[config.mk]
export PLATFORM = sky130hd
export DESIGN_NAME = swt_watchdog
export DESIGN_NICKNAME = d
export VERILOG_FILES = /design/src/swt_pkg.sv /design/src/swt_watchdog.sv
export SDC_FILE = /design/constraint.sdc
export NUM_CORES = 1
export LEC_CHECK = 0
export BUFFER_PORTS_ARGS = -buffer_cell sky130_fd_sc_hd__buf_2
export CORE_ASPECT_RATIO = 1.5
export CORE_MARGIN = 4
export CORE_UTILIZATION = 55
export DETAILED_ROUTE_END_ITERATION = 12
export GPL_TIMING_DRIVEN = 0
export HOLD_SLACK_MARGIN = 0.08
export PLACE_DENSITY = 0.77
export SLEW_MARGIN = 40
export SYNTH_ARGS = -nofsm -noshare
export SYNTH_HDL_FRONTEND = slang
export SYNTH_SLANG_ARGS = --single-unit
[constraint.sdc]
create_clock -name clk_sys -period 7.95 [get_ports clk_sys]
set_input_delay 1.59 -clock clk_sys [delete_from_list [all_inputs] [get_ports clk_sys]]
set_output_delay 1.59 -clock clk_sys [all_outputs]
set_load 0.005 [all_outputs]
[src/swt_pkg.sv]
// Constants shared by the system watchdog timer
package swt_pkg;
  localparam int unsigned CLK_HZ        = 25000000;
  localparam int unsigned TICK_S        = 1;
  localparam int unsigned SEC_CYCLES    = CLK_HZ * TICK_S;
  localparam int unsigned SEC_PER_MIN   = 60;
  localparam int unsigned TIMEOUT_W     = 32;
  localparam int unsigned COUNT_W       = 32;
  localparam int unsigned PRESC_W       = 25;
  localparam int unsigned MIN_W         = 6;
  localparam logic [31:0] SEC_RES_MAX   = 32'h0000_00FF;
  localparam logic [31:0] TIMEOUT_RST   = 32'h0000_0000;
  localparam int unsigned RST_PULSE_CYC = 16;
  localparam int unsigned RST_CNT_W     = 5;

  typedef enum logic [1:0]
  {
    SWT_UNINIT  = 2'b00,
    SWT_IDLE    = 2'b01,
    SWT_RUN     = 2'b10,
    SWT_EXPIRED = 2'b11
  } swt_state_t;
endpackage

[src/swt_watchdog.sv]
// System watchdog countdown timer with command inputs and reset output
// Operation
// - A timeout of 0 to 255 counts that many one-second units.
// - A timeout above 255 counts value/60 plus one minutes.
// - Start begins the countdown from the programmed timeout.
// - Restart reloads the latest programmed timeout and keeps counting.
// - Stop halts the countdown and no reset is raised while stopped.
// - A running countdown that expires raises a whole-system reset.
// - Expiry is signalled on a dedicated hardware reset output.
`timescale 1ns/1ps
module swt_watchdog
  import swt_pkg::*;
#(
  parameter int unsigned SEC_CYC = SEC_CYCLES
)
(
  input  wire logic                 clk_sys,
  input  wire logic                 resetn,
  input  wire logic                 watchdog_initialize_cmd,
  input  wire logic                 set_timeout_cmd,
  input  wire logic [TIMEOUT_W-1:0] timeout_value,
  input  wire logic                 start_countdown_cmd,
  input  wire logic                 restart_countdown_cmd,
  input  wire logic                 halt_countdown_cmd,
  output logic                      running,
  output logic                      minute_mode,
  output logic [COUNT_W-1:0]        units_left,
  output logic                      system_reset_req
);

  swt_state_t             state_r, state_nxt;
  logic [TIMEOUT_W-1:0]   units_r;
  logic                   minute_r;
  logic [COUNT_W-1:0]     count_r;
  logic [PRESC_W-1:0]     presc_r;
  logic [MIN_W-1:0]       min_r;
  logic [RST_CNT_W-1:0]   rst_cnt_r;

  // Timeout conversion: seconds as given, or minutes as value/60 plus one
  wire                  set_is_min  = timeout_value > SEC_RES_MAX;
  wire [TIMEOUT_W-1:0]  min_units   =
    TIMEOUT_W'(timeout_value / SEC_PER_MIN + 1);
  wire [TIMEOUT_W-1:0]  set_units   =
    set_is_min ? min_units : timeout_value;
  wire                  inited      = state_r != SWT_UNINIT;
  wire                  do_set      = inited && set_timeout_cmd;
  wire                  do_start    = (state_r == SWT_IDLE  // Not mid-pulse
                                      || state_r == SWT_RUN)
                                      && start_countdown_cmd;
  wire                  do_restart  = state_r == SWT_RUN
                                      && restart_countdown_cmd;
  wire                  do_halt     = inited && halt_countdown_cmd;
  // Prescaler tick once a second; minute tick every 60 seconds
  wire                  sec_tick    =
    presc_r == PRESC_W'(SEC_CYC - 1);
  wire                  min_wrap    = min_r == MIN_W'(SEC_PER_MIN - 1);
  wire                  unit_tick   =
    sec_tick && (!minute_r || min_wrap);
  wire                  zero_now    = count_r == '0;
  wire                  expire      = state_r == SWT_RUN && !do_halt
                                      && !do_restart && !do_start
                                      && (zero_now
                                      || (unit_tick
                                      && count_r == COUNT_W'(1)));
  wire                  reload      = do_start || do_restart;

  // Command sequencing; halt outranks restart and start
  always_comb
  begin
    state_nxt = state_r;
    case (state_r)
      SWT_UNINIT:
        if (watchdog_initialize_cmd)
          state_nxt = SWT_IDLE;
      SWT_IDLE:
        if (do_halt)
          state_nxt = SWT_IDLE;
        else if (do_start)
          state_nxt = SWT_RUN;
      SWT_RUN:
        if (do_halt)
          state_nxt = SWT_IDLE;
        else if (expire)
          state_nxt = SWT_EXPIRED;
      SWT_EXPIRED:
        if (rst_cnt_r == RST_CNT_W'(RST_PULSE_CYC - 1))
          state_nxt = SWT_UNINIT;
      default:
        state_nxt = SWT_UNINIT;
    endcase
  end

  // State register
  always_ff @(posedge clk_sys or negedge resetn)
  begin
    if (!resetn)
      state_r <= SWT_UNINIT;
    else
      state_r <= state_nxt;
  end

  // Programmed timeout, kept across restarts
  always_ff @(posedge clk_sys or negedge resetn)
  begin
    if (!resetn)
    begin
      units_r  <= TIMEOUT_RST;
      minute_r <= 1'b0;
    end
    else if (do_set)
    begin
      units_r  <= set_units;
      minute_r <= set_is_min;
    end
  end

  // Prescalers restart with every reload so the first unit is whole
  always_ff @(posedge clk_sys or negedge resetn)
  begin
    if (!resetn)
    begin
      presc_r <= '0;
      min_r   <= '0;
    end
    else if (reload || state_r != SWT_RUN)
    begin
      presc_r <= '0;
      min_r   <= '0;
    end
    else if (sec_tick)
    begin
      presc_r <= '0;
      min_r   <= min_wrap ? '0 : min_r + MIN_W'(1);
    end
    else
      presc_r <= presc_r + PRESC_W'(1);
  end

  // Unit countdown; frozen when not running
  always_ff @(posedge clk_sys or negedge resetn)
  begin
    if (!resetn)
      count_r <= '0;
    else if (reload)
      count_r <= units_r;
    else if (state_r == SWT_RUN && unit_tick && !zero_now && !do_halt)
      count_r <= count_r - COUNT_W'(1);
  end

  // Reset pulse length counter; zero time-out expires at once
  always_ff @(posedge clk_sys or negedge resetn)
  begin
    if (!resetn)
      rst_cnt_r <= '0;
    else if (state_r == SWT_EXPIRED)
      rst_cnt_r <= rst_cnt_r + RST_CNT_W'(1);
    else
      rst_cnt_r <= '0;
  end

  // Outputs; reset request held a fixed time so downstream logic sees it
  assign system_reset_req = state_r == SWT_EXPIRED;
  assign running          = state_r == SWT_RUN;
  assign minute_mode      = minute_r;
  assign units_left       = count_r;

  a_halt_blocks_reset: assert property (
    @(posedge clk_sys) disable iff (!resetn)
    (state_r == SWT_IDLE) |=> !system_reset_req)
    else $error("reset raised while stopped");

  a_expire_gives_reset: assert property (
    @(posedge clk_sys) disable iff (!resetn)
    expire |=> system_reset_req)
    else $error("expiry did not raise reset");

  a_reset_pulse_len: assert property (
    @(posedge clk_sys) disable iff (!resetn)
    $rose(system_reset_req) |-> system_reset_req [*8])
    else $error("reset pulse too short");

  a_start_loads: assert property (
    @(posedge clk_sys) disable iff (!resetn)
    do_start && !do_halt |=> running && units_left == $past(units_r))
    else $error("start did not load timeout");

  a_restart_loads: assert property (
    @(posedge clk_sys) disable iff (!resetn)
    do_restart && !do_halt |=> units_left == $past(units_r))
    else $error("restart did not reload");

  a_sec_units: assert property (
    @(posedge clk_sys) disable iff (!resetn)
    do_set && !set_is_min |=> units_r == $past(timeout_value)
    && !minute_mode)
    else $error("second timeout stored wrongly");

  a_min_units: assert property (
    @(posedge clk_sys) disable iff (!resetn)
    do_set && set_is_min |=> minute_mode
    && units_r == $past(timeout_value) / SEC_PER_MIN + 1)
    else $error("minute timeout stored wrongly");

  a_need_init: assert property (
    @(posedge clk_sys) disable iff (!resetn)
    state_r == SWT_UNINIT && !watchdog_initialize_cmd |=> !running)
    else $error("ran without initialise");

  a_count_on_tick: assert property (
    @(posedge clk_sys) disable iff (!resetn)
    running && !unit_tick && !reload |=> units_left == $past(units_left))
    else $error("count moved without unit tick");

  a_halt_stops_run: assert property (
    @(posedge clk_sys) disable iff (!resetn)
    running && do_halt |=> !running && !system_reset_req)
    else $error("stop did not halt countdown");

  a_count_steps: assert property (
    @(posedge clk_sys) disable iff (!resetn)
    running && unit_tick && !reload && !do_halt && !zero_now
    |=> units_left == $past(units_left) - COUNT_W'(1))
    else $error("count missed a unit tick");

  a_reset_pulse_end: assert property (
    @(posedge clk_sys) disable iff (!resetn)
    system_reset_req && rst_cnt_r == RST_CNT_W'(RST_PULSE_CYC - 1)
    |=> !system_reset_req)
    else $error("reset pulse too long");

endmodule

== Word level (Yosys, flattened, before mapping) ==
Cells that the tools add are included.
W data, S select, Z words.

* Order comparisons: 1
* Divide/modulo/power cells: 1
* Equal/unequal tests: 12
* Reductions and logical operators: 29
* Add/sub/neg operators: 5
* Multiplexer cells: 16

{| class="wikitable"
|+ Operators by type and width
! operator !! count
|-
| $mux W32 || 3
|-
| $mux W25 || 2
|-
| $add A32 B1 Y32 const B || 1
|-
| $div A32 B6 Y32 const B || 1
|-
| $eq A32 B1 Y1 const B || 1
|-
| $gt A32 B8 Y1 const B || 1
|-
| $logic_not A32 Y1 || 1
|-
| $sub A32 B1 Y32 const B || 1
|-
| $add A25 B1 Y25 const B || 1
|-
| $eq A25 B25 Y1 const B || 1
|-
| $mux W6 || 3
|-
| $logic_and A1 B1 Y1 || 13
|-
| $mux W2 || 6
|-
| $pmux W2 S4 || 1
|-
| $add A6 B1 Y6 const B || 1
|-
| $eq A6 B6 Y1 const B || 1
|-
| $reduce_bool A2 Y1 || 3
|-
| $add A5 B1 Y5 const B || 1
|-
| $eq A5 B4 Y1 const B || 1
|-
| $logic_not A1 Y1 || 5
|-
| $logic_or A1 B1 Y1 || 5
|-
| $mux W5 || 1
|-
| $eq A2 B2 Y1 const B || 2
|-
| $ne A2 B2 Y1 const B || 2
|-
| other kinds (6) || 6
|}

* Flip-flop bits (word level): 103
* Word-level logic and storage cells: 71
* Output and inout bits: 35
* Input port bits: 39

== Depth between registers and ports, before layout ==
Gate-level depths: netlist of the first run.

* Depth in word-level cells: 10
* Gate-level depth with buffers: 47
* Mapped depth without buffers: 42

== Worst setup path before layout of the first run ==
OpenSTA, ideal clock, no wires.

* Path type: in2reg
* Start point: input port timeout_value[29]
* End point: register units_r[22]
* Slack: -4.545 ns
* Buffers on the path: 4
* Data required time: 7.818 ns
* Stages on the path: 46
* Library setup time: 0.132 ns
* Data arrival time: 12.363 ns
* Cell sequence: buf_2 > nand3_2 > nand2_1 > mux2_4 > o211ai_1 > a21oi_1 > o221a_2 > o2111a_2 > a211oi_4 > o21ai_2 > a211oi_2 > o31ai_1 > nor4_4 > mux2i_4 > o21ai_1 > a311o_1 > a32o_2 > a211oi_1 > [... 10 more ...] > o2bb2ai_1 > buf_2 > a221oi_1 > o21ai_0 > a21o_1 > and4_4 > nor3_2 > mux2i_1 > mux2_4 > a21oi_4 > or2_2 > ha_1 > or4b_1 > clkbuf_1 > nand2b_1 > nor2_1 > xor2_1 > o21ai_1

* Cells in the longest elaborated chain, start to end: 3
* Elaborated cells on any way between the ends: 4
* Classes of those cells: add/sub: 1; div: 1; order compare: 1; mux: 1

{| class="wikitable"
|+ RTL lines
! what !! RTL line !! source
|-
| start: declaration || swt_watchdog.sv:21 || <nowiki>input wire logic [TIMEOUT_W-1:0] timeout_value,</nowiki>
|-
| $div A32 B6 Y32 || swt_watchdog.sv:42 || <nowiki>TIMEOUT_W'(timeout_value / SEC_PER_MIN + 1);</nowiki>
|-
| $add A32 B1 Y32 || swt_watchdog.sv:42 ||
|-
| $mux W32 * || swt_watchdog.sv:44 || <nowiki>set_is_min ? min_units : timeout_value;</nowiki>
|-
| end signal: assignment || swt_watchdog.sv:112 || <nowiki>units_r <= set_units;</nowiki>
|-
| end: declaration || swt_watchdog.sv:32 || <nowiki>logic [TIMEOUT_W-1:0] units_r;</nowiki>
|}

Every way passes the cells marked *; elsewhere a longest branch is shown, timed or not.
A chain may end at the register's enable or synchronous reset.

== Worst setup path in the final report of the first run ==
* Start point: input port timeout_value[31]
* End point: register units_r[22]

Same word-level chain as after synthesis.

==> metrics.md, run 1 <==
| Metric | Value |
|---|---|
| Status | `finished with violations` |
| Failing checks | `negative setup slack` |
| Largest net degree at the start of global routing | `60` |
| RSZ-0062 raised after global routing | `yes` |
| Clock tree sinks | `103` |
| Synth Register Bits | `103` |
| Critical Setup Path Class | `in2reg` |
| Row count | `60` |
| Worst Setup End Kind | `register` |
| Io pins | `74` |
| CTS tree | `done` |
| Synth unique cells | `125` |
| Routed vias | `11900` |
| Critical path peak fanout | `7` |
| First-pass GRT wire length | `~56000 microns` |
| Fillers | `1132` |
| Die area | `roughly 21000 sq um` |
| Period minus WS final | `12.87 ns` |
| First DRT Iteration DRCs | `1053` |
| Area Growth Syn to Fin | `39.7%` |
| Count leader, synth | `nand2_1` |
| WP buf/inv | `7` |
| Post-synthesis mux area share | `2.58%` |
| Cell accounting for the most synthesized area | `dfrtp_1` |
| Antenna violations before repair | `1` |
| Crit-path max cell delay | `about 0.58 ns` |
| Die height | `approximately 180 microns` |
| CP max-delay cell | `or4_4` |
| Syn Nets | `roughly 1300` |
| Top Family by Delay on Critical Path | `compound AO/OA/AOI/OAI gates` |
| Hold Crit Class | `reg2reg` |
| DP Area | `11300 sq um` |
| Final count of hold timing violations | `0` |
| Later-pin clock latency in the skew report | `0.35 ns` |
| Fin area | `14300 sq um` |
| Async SR Flop Fraction | `100%` |
| Syn avg cell area | `7.95 sq um` |
| Synth warn | `0` |
| Fin. max-slew vios | `0` |
| Main combinational cell family by area after synthesis | `compound AO/OA/AOI/OAI gates` |
| Reg2Reg Setup Slack | `3.37 ns` |
| Core area | `around 18000 sq um` |
| Synth Area in Simple Gates | `roughly 28%` |
| H-Tree Level Count | `3` |
| WP depth | `48` |
| Period utilisation layout | `162%` |
| Max_slew headroom | `slightly below 50%` |
| Setup crit start kind | `primary input` |
| Fraction of layout cells with a size suffix above 1 | `about a third` |
| Final setup violation count | `27` |
| Setup Skew | `0.0113 ns` |
| Port Buffers | `61` |
| Hold depth | `1` |
| Die X-Extent | `between 100 and 150 microns` |
| Post-synth EDFFs | `0` |
| Ranking of synthesized cells by area | `dfrtp_1 (25%), nand2_1 (5.3%), nor2_1 (4.4%), o21ai_0 (3.9%), xnor2_1 (3.8%)` |
| GRT Resource Usage Total | `31.5%` |
| Post-Synth Adder-Cell Area | `1.96%` |
| Routed wire length | `around 36000 microns` |
| Synth Area in XOR/XNOR | `6.93%` |
| Overflow after GRT | `0` |
| Drt pass-1 iters | `5` |
| Clock Pin Slew Worst Setup and Hold Paths | `0.08 ns` |
| Synth Area in Compound Gates | `between 30% and 40%` |
| Hold_ws | `around 0.47 ns` |
| WP data arrival | `13.08 ns` |
| Pre-CTS WS | `-5.97 ns` |
| Commonest cells in the netlist | `nand2_1 (145), nor2_1 (121), dfrtp_1 (103)` |
| Setup slack after layout | `-4.92 ns` |
| Vias in the first global route | `11300` |
| Number of remaining DRC errors | `0` |
| Bufs on Longest Clock Path | `2` |
| Post-Syn Area | `10200 sq um` |
| Top_reg_cell synth | `dfrtp_1` |
| Reg2Reg Depth | `13` |
| Cells after Synth | `1287` |
| Wire per inst | `~20 microns` |
| Worst Path Required | `8.16 ns` |
| Dpl hpwl | `22300 microns` |
| Antenna Violating Nets Remaining | `0` |
| Placer Congestion | `0.968` |
| Yosys top cell area share | `between 20 and 30%` |
| Most common cell on crit path | `buf_4` |
| Inserted Clock Buffers | `9` |
| Sequential area share after synthesis | `25.2%` |
| Avg Vias per Cell | `6.76` |
| Max_cap viols | `0` |
| CTS Root Cell | `clkbuf_16` |
| Nets | `1561` |
| Fmax | `0.0777 GHz` |
| Slew @ Worst Pin | `0.760 ns` |
| Initial core utilization | `56.6%` |
| Antenna cells | `0` |
## layout make-up
class,count,area (sq um),area share (%)
clock buffer,9,225,1.58
inverter,42,158,1.10
timing repair buffer,213,1650,11.6
tap,248,310,2.17
clock inverter,7,81.3,0.569
buffer,45,267,1.86
sequential,103,2580,18.0
multi-input combinational,1097,9030,63.1
## per-stage QoR
stage / util [%] / instances / TNS (ns)
after floorplan: - / 1287 / -94.47
after global placement: 62.0 / 1596 / -140.99
after detailed placement: 62.2 / 1597 / -144.03
after CTS: 74.6 / 1723 / -108.67
after global routing: 79.0 / 1764 / -131.63
final: 79.0 / 1764 / -122.99
## layout by cell type, fill, tap and decap left out, types with 11 or more instances in the layout
cell and count:
a21o_1 12, nor4_1 14, nor3_1 29, and3_1 22
dfrtp_1 103, buf_6 16, nand4_1 18, nand3_1 50
xor2_1 35, buf_4 137, a21oi_4 13, o21ai_0 63
and2_1 18, buf_2 54, o21ai_2 13, xnor2_1 36
nand2_1 137, o211ai_1 25, inv_1 37, o21ai_1 25
clkbuf_1 33, a21oi_1 41, nor2_1 111, nor2b_1 11
## worst paths after layout
| path | from | to |
|---|---|---|
| max | timeout_value[31] | units_r[22]$_DFFE_PN0P_ |
| min | rst_cnt_r[0]$_DFF_PN0_ | rst_cnt_r[0]$_DFF_PN0_ |
| max reg2reg | presc_r[0]$_DFF_PN0_ | units_left[27]$_DFFE_PN0P_ |
| min reg2reg | rst_cnt_r[0]$_DFF_PN0_ | rst_cnt_r[0]$_DFF_PN0_ |
| max in group asynchronous | resetn | units_r[6]$_DFFE_PN0P_ |
| min in group asynchronous | resetn | presc_r[11]$_DFF_PN0_ |
## repair_timing
item,in CTS,in global routing
setup buffers,107,43
resized for setup,195,95
endpoints found under the setup margin,27,27
gates cloned,3,0
pin swaps,89,53
hold buffers,0,0
hold endpoints to repair,0,0
## worst register-to-register path, cell delays in order (launching register included)
cell	delay [ns]
dfrtp_1	0.40
ha_1	0.23
and3_1	0.23
nor4b_1	0.23
nand4_1	0.39
a21o_1	0.32
nor3_1	0.59
nand3_1	0.31
nor4_2	0.60
nand2_1	0.34
nor2_1	0.38
nand3b_1	0.14
xor2_1	0.16
o21ai_0	0.16
## flip-flops by register name, summed over array words and instances (netlist names)
signal,count
rst_cnt_r,5
minute_mode,1
state_r,2
min_r,6
units_r,32
units_left,32
presc_r,25
## kinds of logic (layout without fill, tap and decap cells)
group,after synthesis,count (layout)
adder cells (fa/ha/maj),17,17
multiplexers,21,21
XOR/XNOR,81,81
buffers and inverters,88,316
AND/OR/NAND/NOR,554,554
AO/OA/AOI/OAI,423,424
flip-flops,103,103
## routing by layer
| layer | vias up | wire length, microns | global-route usage (%) |
|---|---|---|---|
| li1 | 5341 | - | - |
| met5 | - | 12 | 0 |
| met2 | 678 | 18200 | 56.4 |
| met1 | 5698 | 13400 | 37.1 |
| met4 | 2 | 1940 | 13.7 |
| met3 | 209 | 2530 | 4.79 |
Power of run 1 is left out: the tool's default activity adds up to more than one toggle a clock period on the data nets, which glitch-free logic cannot reach.
==> inputs of run 2 (changes only) <==
--- a/config.mk
+++ b/config.mk
@@ -12,7 +12,7 @@
 export DETAILED_ROUTE_END_ITERATION = 12
 export GPL_TIMING_DRIVEN = 0
 export HOLD_SLACK_MARGIN = 0.08
-export PLACE_DENSITY = 0.77
+export PLACE_DENSITY_LB_ADDON = 0.05
 export SLEW_MARGIN = 40
 export SYNTH_ARGS = -nofsm -noshare
 export SYNTH_HDL_FRONTEND = slang
==> run 2 against run 1 <==
  * The flow still finishes with violations (negative setup slack)
  * Global-route usage is 0.89 points lower
  * Final area up 0.27%
  * Die area is the same
  * Utilization is 0.21 points higher
  * Highest routed layer is now met4
==> metrics.md, run 2 (same netlist as run 1, synthesis figures left out) <==
| Metric | Value |
|---|---|
| Row count | `60` |
| Commonest non-fill, non-tap cell in the layout | `buf_4` |
| Number of remaining DRC errors | `0` |
| Fin. max-slew vios | `0` |
| Met1 WL | `between 10000 and 15000 microns` |
| CP max-delay cell | `or4b_4` |
| Fillers | `1186` |
| Final setup violation count | `27` |
| Fmax | `roughly 0.077 GHz` |
| Later-pin clock latency in the skew report | `0.35 ns` |
| Dpl hpwl | `23000 microns` |
| Routed vias | `11800` |
| Largest net degree at the start of global routing | `61` |
| Drt pass-1 iters | `7` |
| Hold Crit Class | `reg2reg` |
| Antenna Violating Nets Remaining | `0` |
| Slew @ Worst Pin | `0.796 ns` |
| GRT Resource Usage Total | `30.6%` |
| Most frequent cells in the layout | `buf_4 (150), nand2_1 (136), nor2_1 (112), dfrtp_1 (103), o21ai_0 (57)` |
| Vias in the first global route | `11300` |
| First DRT Iteration DRCs | `1107` |
| Period minus WS final | `12.96 ns` |
| Most common cell on crit path | `buf_4` |
| First-pass GRT wire length | `54100 microns` |
| Worst Path Required | `8.16 ns` |
| Overflow after GRT | `0` |
| Fraction of layout cells with a size suffix above 1 | `36.1%` |
| Highest routed layer | `met4` |
| Reg2Reg Depth | `13` |
| Bufs on Longest Clock Path | `2` |
| Worst Setup End Kind | `register` |
| CTS Root Cell | `clkbuf_16` |
| Inserted Clock Buffers | `9` |
| Wire per inst | `19.9 microns` |
| WP data arrival | `13.17 ns` |
| Setup crit start kind | `primary input` |
| Multi-input gate area | `between 8000 and 9000 sq um` |
| Nets | `1576` |
| Setup slack after layout | `-5.01 ns` |
| Crit-path max cell delay | `0.53 ns` |
| Port Buffers | `61` |
| Avg Vias per Cell | `6.62` |
| Antenna cells | `0` |
| Placer Congestion | `0.980` |
| Clock Pin Slew Worst Setup and Hold Paths | `0.07 ns` |
| Post-layout util | `79.2%` |
| RSZ-0062 raised after global routing | `yes` |
| Critical Setup Path Class | `in2reg` |
| Register area | `~2600 sq um` |
| Routed wire length | `35300 microns` |
| Clock tree sinks | `103` |
| # hold bufs at CTS | `0` |
| Die X-Extent | `119 microns` |
| Max_slew headroom | `46.7%` |
| Area Growth Syn to Fin | `40.1%` |
| H-Tree Level Count | `3` |
| Max_cap viols | `0` |
| Setup Skew | `approximately 0.010 ns` |
| Io pins | `74` |
| Final count of hold timing violations | `0` |
| CTS tree | `done` |
| Failing checks | `negative setup slack` |
| Die area | `about 21000 sq um` |
| Met3 wire length | `1800 microns` |
| Core area | `18100 sq um` |
| Hold depth | `1` |
| Status | `finished with violations` |
| Antenna violations before repair | `0` |
| Die height | `about 180 microns` |
| Period utilisation layout | `163%` |
| Met2 Wirelength | `18000 microns` |
| Initial core utilization | `~57%` |
| Critical path peak fanout | `7` |
-- run 2: area by class of cell --
cell class / instances / area share (%)
clock inverter: 7 / 0.716
timing repair buffer: 229 / 12.1
multi-input combinational: 1096 / 62.6
sequential: 103 / 18.0
inverter: 42 / 1.10
clock buffer: 9 / 1.57
tap: 248 / 2.16
buffer: 45 / 1.75
-- run 2: path summary, 6_finish.rpt --
path / start / to / slack [ns]
hold / removal: rst_cnt_r[0]$_DFF_PN0_ / rst_cnt_r[0]$_DFF_PN0_ / 0.47
hold reg to reg: rst_cnt_r[0]$_DFF_PN0_ / rst_cnt_r[0]$_DFF_PN0_ / 0.47
min in group asynchronous: resetn / presc_r[13]$_DFF_PN0_ / 1.12
setup / recovery: timeout_value[29] / units_r[22]$_DFFE_PN0P_ / -5.01
max in group asynchronous: resetn / units_left[9]$_DFFE_PN0P_ / 6.21
setup reg to reg: presc_r[0]$_DFF_PN0_ / units_left[27]$_DFFE_PN0P_ / 3.64
-- run 2: worst max-delay path, delay by kind of cell --
family	cells	cell delay (ns)
AO/OA/AOI/OAI	22	4.91
AND/OR/NAND/NOR	13	3.55
buffers and inverters	10	1.43
adder cells (fa/ha/maj)	3	0.80
multiplexers	3	0.68
XOR/XNOR	1	0.19
-- run 2: through the flow --
stage / hold slack (ns) / TNS (ns) / instance area (sq um) / setup WS (ns) / cells
5_1_grt: 0.471 / -133.46 / 14300 / -5.32 / 1779
4_1_cts: 0.468 / -108.51 / 13400 / -4.40 / 1722
3_3_place_gp: 0.441 / -144.01 / 11200 / -5.93 / 1596
3_5_place_dp: 0.456 / -146.45 / 11300 / -6.03 / 1597
2_1_floorplan: 0.425 / -94.47 / 10600 / -4.04 / 1287
6_report: 0.465 / -125.10 / 14300 / -5.01 / 1779
-- run 2: repair_timing --
| action | in CTS | in global routing |
|---|---|---|
| setup buffers | 109 | 58 |
| pin swaps | 93 | 80 |
| gates resized for setup | 202 | 88 |
| cloned | 1 | 0 |
| endpoints found under the setup margin | 27 | 27 |
-- run 2: layer usage --
metal	GRT usage, %	vias up
li1	-	5357
met1	35.0	5666
met2	55.7	567
met3	3.66	181
met4	15.3	0
met5	0	-
Power of run 2 is left out for the same reason.
==> inputs of run 3 (changes only) <==
--- a/config.mk
+++ b/config.mk
@@ -5,6 +5,7 @@
 export SDC_FILE = /design/constraint.sdc
 export NUM_CORES = 1
 export LEC_CHECK = 0
+export ABC_AREA = 1
 export BUFFER_PORTS_ARGS = -buffer_cell sky130_fd_sc_hd__buf_2
 export CORE_ASPECT_RATIO = 1.5
 export CORE_MARGIN = 4
==> run 3 against run 2 <==
  * The run still ends with negative setup slack left
  * Final cell count fell by 2.8%
  * Clock skew rose by 0.00055 ns
  * Via count fell by 17%
  * Non-clock buffer count decreased by 87
  * Die area down 14%
  * Flip-flop and latch count is the same
  * Count of clock-buffer cells in the layout up 2
  * Largest cell class unchanged
==> metrics.md, run 3 <==
| Metric | Value |
|---|---|
| Status | `finished with violations` |
| Failing checks | `negative setup slack` |
| Post-Syn Area | `8770 sq um` |
| Fmax | `0.0765 GHz` |
| Fin. max-slew vios | `0` |
| Drt pass-1 iters | `6` |
| Initial core utilization | `56.1%` |
| Later-pin clock latency in the skew report | `~0.35 ns` |
| First DRT Iteration DRCs | `roughly 680` |
| Avg Vias per Cell | `5.67` |
| Die height | `163 microns` |
| Ranking of synthesized cells by area | `dfrtp_1 (29%), nand2_1 (14%), inv_1 (8.4%), nor2_1 (6.9%), nand3_1 (5.6%)` |
| Die X-Extent | `~110 microns` |
| Routed vias | `9805` |
| Syn avg cell area | `~6.5 sq um` |
| Largest net degree at the start of global routing | `62` |
| Vias in the first global route | `9168` |
| Cell accounting for the most synthesized area | `dfrtp_1` |
| Antenna violations before repair | `0` |
| Top_reg_cell synth | `dfrtp_1` |
| RSZ-0062 raised after global routing | `yes` |
| Nets | `1572` |
| Placer Congestion | `0.889` |
| Period minus WS final | `~13 ns` |
| Slew @ Worst Pin | `roughly 0.80 ns` |
| Io pins | `74` |
| Hold Crit Class | `reg2reg` |
| Setup slack after layout | `-5.12 ns` |
| Number of remaining DRC errors | `0` |
| H-Tree Level Count | `3` |
| Most frequent cells in the layout | `nand2_1 (235), inv_1 (187), nor2_1 (134), dfrtp_1 (103), buf_4 (91)` |
| Final count of hold timing violations | `0` |
| Clock Pin Slew Worst Setup and Hold Paths | `0.07 ns` |
| Most common cell on crit path | `nand2_4` |
| Post-synth EDFFs | `0` |
| CTS tree | `done` |
| Antenna cells | `0` |
| Critical Setup Path Class | `in2reg` |
| Inserted Clock Buffers | `9` |
| Worst Path Required | `8.17 ns` |
| Final setup violation count | `27` |
| Fraction of layout cells with a size suffix above 1 | `about a third` |
| First-pass GRT wire length | `between 40000 and 50000 microns` |
| Worst Setup End Kind | `register` |
| GRT Resource Usage Total | `27.0%` |
| Synth unique cells | `56` |
| Hold depth | `1` |
| Port Buffers | `73` |
| RR Endpoint | `units_left[3]$_DFFE_PN0P_` |
| Sequential area share after synthesis | `29.4%` |
| Async SR Flop Fraction | `100%` |
| Register area | `2580 sq um` |
| Setup Skew | `0.0106 ns` |
| # hold bufs at CTS | `0` |
| Hold endpoint | `rst_cnt_r[0]$_DFF_PN0_` |
| Core area | `15600 sq um` |
| Synth warn | `0` |
| Die area | `18100 sq um` |
| Min-delay src | `rst_cnt_r[0]$_DFF_PN0_` |
| Area Growth Syn to Fin | `34.2%` |
| Multi-input gate area | `about 6500 sq um` |
| Bufs on Longest Clock Path | `2` |
| Antenna Violating Nets Remaining | `0` |
| Max_cap viols | `0` |
| Dpl hpwl | `between 15000 and 20000 microns` |
| Clock tree sinks | `about 100` |
| Critical path peak fanout | `6` |
| Commonest cells in the netlist | `nand2_1 (316), inv_1 (196), nor2_1 (161)` |
| Wire per inst | `~16 microns` |
| Reg2Reg Setup Slack | `4.05 ns` |
| Top Family by Delay on Critical Path | `simple AND/OR/NAND/NOR gates` |
| Routed wire length | `27700 microns` |
| Row count | `56` |
| Overflow after GRT | `0` |
| Fillers | `between 1000 and 1500` |
| WP buf/inv | `13` |
| Synth Register Bits | `103` |
| CP max-delay cell | `o21bai_4` |
| Max_slew headroom | `46.0%` |
| WP data arrival | `13.29 ns` |
| Commonest non-fill, non-tap cell in the layout | `nand2_1` |
| Syn Nets | `1390` |
| Yosys top cell area share | `29.4%` |
| Count leader, synth | `nand2_1` |
| CTS Root Cell | `clkbuf_16` |
| Cells after Synth | `1340` |
| Post-layout util | `75.3%` |
| Period utilisation layout | `164%` |
| Crit-path max cell delay | `0.20 ns` |
| R2r startpoint | `units_left[17]$_DFFE_PN0P_` |
| Setup crit start kind | `primary input` |
| Reg2Reg Depth | `13` |
run 3: worst register-to-register path, cell delays in order, from the launching register on:
cell and delay [ns]:
dfrtp_1 0.41, nor2_1 0.18, inv_1 0.09, nor2_1 0.17, inv_1 0.12, nor3_1 0.16
nand4_1 0.23, o21ai_0 0.72, nor2_1 0.34, nor2_1 0.57, inv_1 0.12, clkbuf_1 0.31
o22ai_1 0.22, a41oi_1 0.08
run 3: cells by family after synthesis:
group	after synthesis	share of synthesized area, %
simple gates	760	40.9
buf+inv	231	10.2
xor+xnor	27	2.70
compound gates	206	15.0
flops	103	29.4
fa+ha+maj	11	1.57
mux	2	0.257
run 3: repair_timing:
item / 4_1_cts / 5_1_grt
cloned: 0 / 0
resized for setup: 92 / 185
pin swaps: 97 / 149
endpoints found under the setup margin: 27 / 27
setup buffers: 57 / 39
run 3: worst max-delay path by stage:
stage	from	end	slack, ns	depth (start not counted)
4_1_cts	timeout_value[29]	units_r[22]$_DFFE_PN0P_	-4.59	118
3_5_place_dp	timeout_value[30]	units_r[22]$_DFFE_PN0P_	-5.80	116
3_3_place_gp	timeout_value[30]	units_r[22]$_DFFE_PN0P_	-5.60	116
5_1_grt	timeout_value[30]	units_r[24]$_DFFE_PN0P_	-6.00	114
2_1_floorplan	timeout_value[30]	units_r[22]$_DFFE_PN0P_	-3.67	123
6_report	timeout_value[30]	units_r[24]$_DFFE_PN0P_	-5.12	112
run 3: layout make-up:
cell class | count | area share [%]
timing repair buffer | 171 | 10.5
clock inverter | 5 | 0.553
inverter | 215 | 7.01
sequential | 103 | 21.9
buffer | 16 | 0.765
clock buffer | 11 | 2.06
multi-input combinational | 1006 | 55.1
tap | 203 | 2.16
run 3: per-layer routing:
| metal | vias up | part of all wire, % | GRT usage [%] | wire length (microns) |
|---|---|---|---|---|
| met5 | - | 0 | 0 | 0 |
| met4 | 0 | 5.0 | 11.7 | 1400 |
| met3 | 120 | 3.7 | 2.38 | 1020 |
| met2 | 353 | 56 | 55.2 | 15600 |
| met1 | 4596 | 35 | 27.4 | 9650 |
| li1 | 4736 | - | - | - |
run 3: metrics by stage:
stage	instances	setup TNS, ns	area (sq um)	setup slack (ns)	hold WS [ns]
floorplan	1340	-85.34	8940	-3.67	0.431
global placement	1616	-135.81	9560	-5.60	0.454
detailed placement	1618	-140.78	9610	-5.80	0.461
CTS	1691	-111.10	10700	-4.59	0.471
global route	1730	-148.27	11800	-6.00	0.484
finish	1730	-125.45	11800	-5.12	0.471
Power of run 3 is left out for the same reason.
